[config.mk]
export PLATFORM = sky130hd
export DESIGN_NAME = tsac_status_ref
export DESIGN_NICKNAME = d
export VERILOG_FILES = /design/src/shared/tsac_pkg.sv /design/src/design/tsac_result_mem.sv /design/src/design/tsac_status_ref.sv
export SDC_FILE = /design/constraint.sdc
export NUM_CORES = 1
export LEC_CHECK = 0
export BUFFER_PORTS_ARGS = -buffer_cell sky130_fd_sc_hd__buf_2
export CAP_MARGIN = 20
export CORE_MARGIN = 3
export CORE_UTILIZATION = 61
export CTS_CLUSTER_SIZE = 12
export DETAILED_ROUTE_END_ITERATION = 16
export GPL_ROUTABILITY_DRIVEN = 0
export PLACE_DENSITY_LB_ADDON = 0.08
export SYNTH_ARGS = -nofsm -noshare
export SYNTH_HDL_FRONTEND = slang
export SYNTH_SLANG_ARGS = --single-unit
[constraint.sdc]
create_clock -name ref_clk -period 4.67 [get_ports ref_clk]
set_input_delay 0.7005 -clock ref_clk [delete_from_list [all_inputs] [get_ports ref_clk]]
set_output_delay 0.7005 -clock ref_clk [all_outputs]
set_load 0.005 [all_outputs]
[src/shared/tsac_pkg.sv]
// Constants and types shared by the touch ADC status and reference control block
package tsac_pkg;

    localparam int unsigned CLK_HZ      = 10_000_000;
    localparam int unsigned CYC_PER_US  = CLK_HZ / 1_000_000;
    localparam int unsigned WORD_BITS   = 16;
    localparam int unsigned CHAN_COUNT  = 9;

    // Serial command word layout
    localparam int unsigned CMD_READ_POS = 15;
    localparam int unsigned CMD_PAGE_LSB = 11;
    localparam int unsigned CMD_ADDR_LSB = 5;
    localparam logic [3:0]  BIT_LAST     = 4'hf;

    // Pages and register addresses
    localparam logic [3:0]  PAGE_RESULTS   = 4'h0;
    localparam logic [3:0]  PAGE_CONTROL   = 4'h1;
    localparam logic [5:0]  ADDR_STATUS    = 6'h01;
    localparam logic [5:0]  ADDR_RESERVED  = 6'h02;
    localparam logic [5:0]  ADDR_REF_CTL   = 6'h03;
    localparam logic [5:0]  CHAN_ADDR_END  = 6'(CHAN_COUNT);
    localparam logic [3:0]  CHAN_STORE_END = 4'(CHAN_COUNT);
    localparam logic [15:0] RESERVED_WORD  = 16'hffff;

    // Status word fields, channel order X Y Z1 Z2 BAT1 BAT2 AUX TEMP1 TEMP2
    localparam int unsigned POS_ANY_PENDING = 11;
    localparam int unsigned POS_HORIZ       = 10;
    localparam int unsigned POS_VERT        = 9;
    localparam int unsigned POS_PRESS_ONE   = 8;
    localparam int unsigned POS_PRESS_TWO   = 7;
    localparam int unsigned POS_BATT_ONE    = 6;
    localparam int unsigned POS_BATT_TWO    = 5;
    localparam int unsigned POS_AUX         = 4;
    localparam int unsigned POS_TEMP_ONE    = 2;
    localparam int unsigned POS_TEMP_TWO    = 1;
    localparam int unsigned FLAG_POS [CHAN_COUNT] = '{POS_HORIZ, POS_VERT, POS_PRESS_ONE,
        POS_PRESS_TWO, POS_BATT_ONE, POS_BATT_TWO, POS_AUX, POS_TEMP_ONE, POS_TEMP_TWO};

    // Reference control fields
    localparam int unsigned REF_CTL_W     = 5;
    localparam int unsigned REF_SRC_POS   = 4;
    localparam int unsigned REF_DLY_LSB   = 2;
    localparam int unsigned REF_SLEEP_POS = 1;
    localparam int unsigned REF_LVL_POS   = 0;
    localparam logic [4:0]  REF_CTL_RST   = 5'h02;

    // Reference settling times
    localparam int unsigned DLY_100_US       = 100;
    localparam int unsigned DLY_500_US       = 500;
    localparam int unsigned DLY_1000_US      = 1000;
    localparam int unsigned DLY_CNT_W        = 14;
    localparam int unsigned DLY_100_CYC      = DLY_100_US * CYC_PER_US;
    localparam int unsigned DLY_500_CYC_DEF  = DLY_500_US * CYC_PER_US;
    localparam int unsigned DLY_1000_CYC_DEF = DLY_1000_US * CYC_PER_US;

    typedef enum logic [1:0] {
        REF_IDLE   = 2'b00,
        REF_SETTLE = 2'b01,
        REF_READY  = 2'b10
    } tsac_ref_state_t;

    typedef struct packed {
        logic        valid;
        logic [3:0]  chan;
        logic [15:0] data;
    } tsac_store_t;

    typedef struct packed {
        logic sclk;
        logic cs_n;
        logic mosi;
    } tsac_spi_pins_t;

    localparam tsac_spi_pins_t PINS_IDLE = 3'h2;

    typedef struct packed {
        logic use_internal;
        logic power_on;
        logic level_high;
        logic ready;
    } tsac_ref_out_t;

    typedef struct packed {
        tsac_spi_pins_t          pin_s1;
        tsac_spi_pins_t          pin_s2;
        logic                    sclk_prev;
        logic [3:0]              bit_cnt;
        logic                    in_cmd;
        logic                    is_read;
        logic [3:0]              page;
        logic [5:0]              addr;
        logic [15:0]             shift_in;
        logic [15:0]             shift_out;
        logic                    miso;
        logic                    miso_oe;
        logic [CHAN_COUNT-1:0]   flags;
        logic                    any_pending;
        logic [REF_CTL_W-1:0]    ref_ctl;
        tsac_ref_state_t         ref_state;
        logic [DLY_CNT_W-1:0]    dly_cnt;
        tsac_ref_out_t           ref_out;
    } tsac_state_t;

    typedef struct packed {
        logic [CHAN_COUNT-1:0][15:0] words;
        logic [15:0]                 rd_data;
    } tsac_mem_state_t;

endpackage : tsac_pkg

[src/design/tsac_result_mem.sv]
// Result word memory with registered read data
module tsac_result_mem
    import tsac_pkg::*;
(
    input  wire logic        ref_clk,
    input  wire logic        srst,
    input  wire logic        ce,
    input  wire logic        wr_en,
    input  wire logic [3:0]  wr_addr,
    input  wire logic [15:0] wr_data,
    input  wire logic [3:0]  rd_addr,
    output      logic [15:0] rd_data
);

    tsac_mem_state_t m;
    tsac_mem_state_t next_m;

    always_comb
    begin
        next_m = m;
        if (wr_en && wr_addr < CHAN_STORE_END)
        begin
            next_m.words[wr_addr] = wr_data;
        end
        // Out-of-range reads give zero rather than aliasing
        if (rd_addr < CHAN_STORE_END)
        begin
            next_m.rd_data = m.words[rd_addr];
        end
        else
        begin
            next_m.rd_data = '0;
        end
    end

    always_ff @(posedge ref_clk)
    begin
        if (srst)
        begin
            m <= '0;
        end
        else if (ce)
        begin
            m <= next_m;
        end
    end

    assign rd_data = m.rd_data;

endmodule : tsac_result_mem

[src/design/tsac_status_ref.sv]
// Touch ADC result flags, reference control and serial register port
// Notes on behaviour
// Stored X result sets flag until read
// Stored Y result sets flag until read
// Stored Z1 result sets flag until read
// Stored Z2 result sets flag until read
// Stored battery-one result sets flag until read
// Stored battery-two result sets flag until read
// Stored auxiliary result sets flag until read
// Stored temperature-one result sets flag until read
// Stored temperature-two result sets flag until read
// Source bit: 0 external, 1 internal, reset 0
// Settle delay field: 0, 100, 500, 1000 us
// Delay only for internal, sleeping reference
// Sleep bit 0 always on; reset 1
// External source keeps internal reference off
// Level bit: 0 low, 1 high; reset 0
// Set-complete flag held until all read
// Flag clears when result read finishes
module tsac_status_ref
    import tsac_pkg::*;
#(
    parameter logic [DLY_CNT_W-1:0] DLY_500_CYC  = DLY_CNT_W'(DLY_500_CYC_DEF),
    parameter logic [DLY_CNT_W-1:0] DLY_1000_CYC = DLY_CNT_W'(DLY_1000_CYC_DEF)
)
(
    input  wire logic           ref_clk,
    input  wire logic           srst,
    input  wire logic           ce,
    input  wire tsac_spi_pins_t spi_pins,
    output      logic           miso,
    output      logic           miso_oe,
    input  wire tsac_store_t    store,
    input  wire logic           set_done,
    input  wire logic           conv_req,
    output      tsac_ref_out_t  ref_out
);

    tsac_state_t          s;
    tsac_state_t          next_s;
    logic [15:0]          mem_rd_data;
    logic [15:0]          word_in;
    logic [15:0]          status_word;
    logic [15:0]          rd_word;
    logic [CHAN_COUNT-1:0] clr;
    logic [CHAN_COUNT-1:0] set;
    logic                 sclk_rise;
    logic                 sclk_fall;
    logic                 write_ref;
    logic                 gated;
    logic [DLY_CNT_W-1:0] dly_cyc;

    assign sclk_rise = s.pin_s2.sclk & ~s.sclk_prev;
    assign sclk_fall = ~s.pin_s2.sclk & s.sclk_prev;
    assign word_in   = {s.shift_in[14:0], s.pin_s2.mosi};
    assign gated     = s.ref_ctl[REF_SRC_POS] & s.ref_ctl[REF_SLEEP_POS];

    tsac_result_mem u_mem
    (
        .ref_clk (ref_clk),
        .srst    (srst),
        .ce      (ce),
        .wr_en   (store.valid),
        .wr_addr (store.chan),
        .wr_data (store.data),
        .rd_addr (s.addr[3:0]),
        .rd_data (mem_rd_data)
    );

    always_comb
    begin
        status_word = '0;
        for (int i = 0; i < CHAN_COUNT; i++)
        begin
            status_word[FLAG_POS[i]] = s.flags[i];
        end
        status_word[POS_ANY_PENDING] = s.any_pending;
    end

    always_comb
    begin
        rd_word = '0;
        case (s.page)
            PAGE_RESULTS:
            begin
                if (s.addr < CHAN_ADDR_END)
                begin
                    rd_word = mem_rd_data;
                end
            end
            PAGE_CONTROL:
            begin
                case (s.addr)
                    ADDR_STATUS:   rd_word = status_word;
                    ADDR_RESERVED: rd_word = RESERVED_WORD;
                    ADDR_REF_CTL:  rd_word = {11'h000, s.ref_ctl};
                    default:       rd_word = '0;
                endcase
            end
            default: rd_word = '0;
        endcase
    end

    always_comb
    begin
        case (s.ref_ctl[REF_DLY_LSB +: 2])
            2'b00:   dly_cyc = '0;
            2'b01:   dly_cyc = DLY_CNT_W'(DLY_100_CYC);
            2'b10:   dly_cyc = DLY_500_CYC;
            2'b11:   dly_cyc = DLY_1000_CYC;
            default: dly_cyc = '0;
        endcase
    end

    always_comb
    begin
        next_s         = s;
        clr            = '0;
        set            = '0;
        write_ref      = 1'b0;
        next_s.pin_s1    = spi_pins;
        next_s.pin_s2    = s.pin_s1;
        next_s.sclk_prev = s.pin_s2.sclk;

        // Serial frame: command word, then auto-incrementing data words
        if (s.pin_s2.cs_n)
        begin
            next_s.bit_cnt = '0;
            next_s.in_cmd  = 1'b1;
            next_s.is_read = 1'b0;
        end
        else if (sclk_rise)
        begin
            next_s.shift_in = word_in;
            if (s.bit_cnt == BIT_LAST)
            begin
                next_s.bit_cnt = '0;
                if (s.in_cmd)
                begin
                    next_s.in_cmd  = 1'b0;
                    next_s.is_read = word_in[CMD_READ_POS];
                    next_s.page    = word_in[CMD_PAGE_LSB +: 4];
                    next_s.addr    = word_in[CMD_ADDR_LSB +: 6];
                end
                else
                begin
                    if (!s.is_read && s.page == PAGE_CONTROL && s.addr == ADDR_REF_CTL)
                    begin
                        write_ref = 1'b1;
                    end
                    // Last bit sampled by the host: the result is fully read
                    if (s.is_read && s.page == PAGE_RESULTS && s.addr < CHAN_ADDR_END)
                    begin
                        clr[s.addr[3:0]] = 1'b1;
                    end
                    next_s.addr = s.addr + 6'h01;
                end
            end
            else
            begin
                next_s.bit_cnt = s.bit_cnt + 4'h1;
            end
        end
        else if (sclk_fall && s.is_read && !s.in_cmd)
        begin
            // Word loads on the fall before its first rising edge
            if (s.bit_cnt == '0)
            begin
                next_s.miso      = rd_word[15];
                next_s.shift_out = {rd_word[14:0], 1'b0};
            end
            else
            begin
                next_s.miso      = s.shift_out[15];
                next_s.shift_out = {s.shift_out[14:0], 1'b0};
            end
        end
        next_s.miso_oe = ~s.pin_s2.cs_n & s.is_read & ~s.in_cmd;

        // Only the five documented bits are writable
        if (write_ref)
        begin
            next_s.ref_ctl = word_in[REF_CTL_W-1:0];
        end

        // Result flags: a store in the same cycle as the read wins
        if (store.valid && store.chan < CHAN_STORE_END)
        begin
            set[store.chan] = 1'b1;
        end
        next_s.flags = (s.flags & ~clr) | set;

        if (set_done)
        begin
            next_s.any_pending = 1'b1;
        end
        else if (clr != '0 && next_s.flags == '0)
        begin
            next_s.any_pending = 1'b0;
        end

        // Reference settling sequence for each conversion request
        case (s.ref_state)
            REF_IDLE:
            begin
                if (conv_req)
                begin
                    if (gated && dly_cyc != '0)
                    begin
                        next_s.ref_state = REF_SETTLE;
                        next_s.dly_cnt   = dly_cyc - 1'b1;
                    end
                    else
                    begin
                        next_s.ref_state = REF_READY;
                    end
                end
            end
            REF_SETTLE:
            begin
                if (!conv_req)
                begin
                    next_s.ref_state = REF_IDLE;
                end
                else if (s.dly_cnt == '0)
                begin
                    next_s.ref_state = REF_READY;
                end
                else
                begin
                    next_s.dly_cnt = s.dly_cnt - 1'b1;
                end
            end
            REF_READY:
            begin
                if (!conv_req)
                begin
                    next_s.ref_state = REF_IDLE;
                end
            end
            default: next_s.ref_state = REF_IDLE;
        endcase

        next_s.ref_out.use_internal = s.ref_ctl[REF_SRC_POS];
        next_s.ref_out.level_high   = s.ref_ctl[REF_LVL_POS];
        // Sleeping reference wakes only while a conversion is requested
        next_s.ref_out.power_on = s.ref_ctl[REF_SRC_POS]
                                & (~s.ref_ctl[REF_SLEEP_POS] | conv_req);
        next_s.ref_out.ready    = (next_s.ref_state == REF_READY);
    end

    // Reset acts even while ce is low
    always_ff @(posedge ref_clk)
    begin
        if (srst)
        begin
            s         <= '0;
            s.pin_s1  <= PINS_IDLE;
            s.pin_s2  <= PINS_IDLE;
            s.in_cmd  <= 1'b1;
            s.ref_ctl <= REF_CTL_RST;
            s.ref_state <= REF_IDLE;
        end
        else if (ce)
        begin
            s <= next_s;
        end
    end

    assign miso    = s.miso;
    assign miso_oe = s.miso_oe;
    assign ref_out = s.ref_out;
endmodule : tsac_status_ref

==> flow_summary.yaml <==
run_status:
  outcome: "complete, no violations"
detailed_routing:
  drt-met1-wl_um: 13100
  maxUsedRoutingLayer: "met4"
  ant_nets: 0
  dr_wl_met3_um: 1897
  met2WireLength_um: 13200
  drt_pre_antenna_iters: 5
  vias: 9796
  drt_drc_violations_left: 0
  drtIter0Drc: 762
  drt_wl_total_um: 28810
  wl_per_cell_um: 18.22
  viasPerCell: 6.196
synthesis:
  synth_top_area_share_pct: 43.83
  syn_area_per_cell_um2: 8.292
  synthFlopType: "dfxtp_1"
  yosys_register_bits: 250
  synth_warnings: 0
  syn_inst: 1377
  synth_fp_nets: 1418
  synth_area_leaders: "dfxtp_1, nand2_1, a21oi_1"
  synth_seq_area_share_pct: 43.83
  synth-edff-count: 0
  synth_top_area_cell: "dfxtp_1"
  ys_types: 67
  postSynth.asyncResetShare_pct: 0
  netlist_area_um2: 11420
worst_setup_path:
  arrival_ns: 3.48
  crit_type: "reg -> reg"
  crit-reg2reg-launch: "s[70]"
  startpoint_type: "register"
  crit_path_end_kind: "register"
  cp-startpoint: "s[70]"
  crit_fanout: 19
  worstPathRequired_ns: 5.12
place:
  dp_cells: 1533
  place_hpwl_um: 18180
  portBuffers: 34
sta:
  period_needed_ns: 3.029
  worst_pin_slew_ns: 1.086
  fin_hold_ws_ns: 0.3926
  rsz0062_at_grt: "no"
  finalSetupTns_ns: 0
  relSlewSlack_pct: 27.42
  setup_violations: 0
  timing.fmax_mhz: 330.2
  clock-skew-final_ns: 0.01709
  finalHoldViolCount: 0
  layout_worst_path_cycle_share_pct: 64.86
  slew_viol_final: 0
power_and_ir_drop:
  powerDensity_nw_per_um2: 351.6
  p_leak_nw: 4.138
  p_total_w: 0.004360
  peakVddDrop_uv: 277.2
global_route:
  grt_util_all_layers_pct: 27.91
  grt_pass1_vias: 8877
  antenna_found_initial: 0
  grt_pass1_wl_um: 46870
  grt_remaining_overflow: 0
  grt_max_degree: 141
floorplanning:
  die_h_um: 142.8
  coreArea_um2: 18150
  die_x_um: 142.8
  rows: 49
  dieArea_um2: 20400
  ios: 35
  start_util_pct: 62.92
cts:
  cts_tree: "built"
  cts_resized: 0
  clockBufferDepth: 3
  insertion_delay_ns: 0.54
  htreeDepth: 1
  clk_pin_slew_worst_paths_ns: 0.06
  hold_buffers: 0
  post_cts_buffers: 0
  root_buffer: "clkbuf_16"
  cts_buffers: 27
  cts.sinks: 250
worst_hold_path:
  min_path_type: "in -> reg"
  worstHoldStart: "spi_pins[1]"
cells_and_area:
  final_nets: 1375
  area_growth_pct: 8.601
  layout_common_cells: "nand2_1, dfxtp_1, a21oi_1, mux2i_1, nor2_1"
  antenna_cells: 0
  layout-drive-gt1-share_pct: 9.393
  nFillCells: 1536
  layout_commonest_cell: "nand2_1"
  stdcell_count: 1581
job:
  drv_cap: 0
-- power breakdown --
| part | internal [W] | switching [W] | leakage [nW] | total (W) |
|---|---|---|---|---|
| logic | 0.0000471 | 0.000120 | 1.71 | 0.000167 |
| clock network | 0.00119 | 0.000845 | 0.413 | 0.00204 |
| registers | 0.00215 | 0.0000102 | 2.02 | 0.00216 |
-- flip-flops by register name (all words and copies together) (netlist names) --
register       count
next_s             6
u_mem.rd_data     16
ref_out            4
miso               1
s                 78
u_mem.m          144
miso_oe            1
-- through the flow --
step                      worst slack, ns  utilization, %  area (um^2)
final                               1.641           68.33        12400
after detailed placement            1.625           63.63        11550
after global placement              1.711           63.63        11550
after floorplan                     1.949               -        11420
after global routing                1.436           68.33        12400
after CTS                           1.687           68.27        12390
-- final cells by class --
type	count	area, um^2	share of cell area (%)
flip-flops and latches	250	5009	40.39
well taps	229	286.5	2.311
multi-input cells	958	5759	46.44
clock buffers	41	768.2	6.195
repair buffers	54	342.8	2.765
inverters	43	161.4	1.302
clock inverters	6	73.82	0.5953
-- worst max-delay path, cell delays in order (launching register included) --
cell and delay, ns:
dfxtp_1 0.56, inv_1 0.19, ha_1 0.28, nand2b_1 0.16, a2111oi_4 0.86, buf_4 0.29
a21oi_1 0.10, or3_1 0.35, a21oi_1 0.14
-- worst paths after layout --
path	endpoint	slack (ns)	cells after the start
setup / recovery	s[51]	1.64	8
hold / removal	next_s[87]	0.39	3
setup reg to reg	s[51]	1.64	8
hold reg to reg	u_mem.m[44]	0.45	2
-- Yosys cell counts (3+ instances only) --
master       n
a2111oi_0    3
a211oi_1     8
a21oi_1    200
a221o_1      9
a221oi_1     7
a22oi_1      5
a31o_1       3
a31oi_1      4
and3_1       4
buf_1       10
buf_2       13
buf_4        5
clkbuf_1    97
clkinv_1     6
dfxtp_1    250
ha_1        12
inv_1       34
inv_2        3
mux2i_1     94
mux4_2      16
nand2_1    277
nand2b_1     6
nand3_1     33
nand3b_1     3
nand4_1     21
nand4b_1     3
nor2_1      84
nor2b_1      5
nor3_1       9
nor3b_1      4
nor4_1       6
o211ai_1    12
o21ai_0     24
o21ai_1     27
o221ai_1    16
o31ai_1      7
o32ai_1      7
or3_1       11
or4_1        3
xnor2_1      5
-- layer usage --
layer  global-route usage (%)  vias up
met5                        0        -
met4                    6.753        0
met3                    4.186       43
met2                    44.31      333
met1                    40.31     4703
li1                         -     4717
-- cell families after synthesis --
kind of cell             share of synthesized area (%)
AND/OR/NAND/NOR                                  18.94
AO/OA/AOI/OAI                                    18.21
flip-flops                                       43.83
buffers and inverters                            5.928
XOR/XNOR                                        0.3835
multiplexers                                     11.40
adder cells (fa/ha/maj)                          1.315
(Power assumes the default switching activity.)
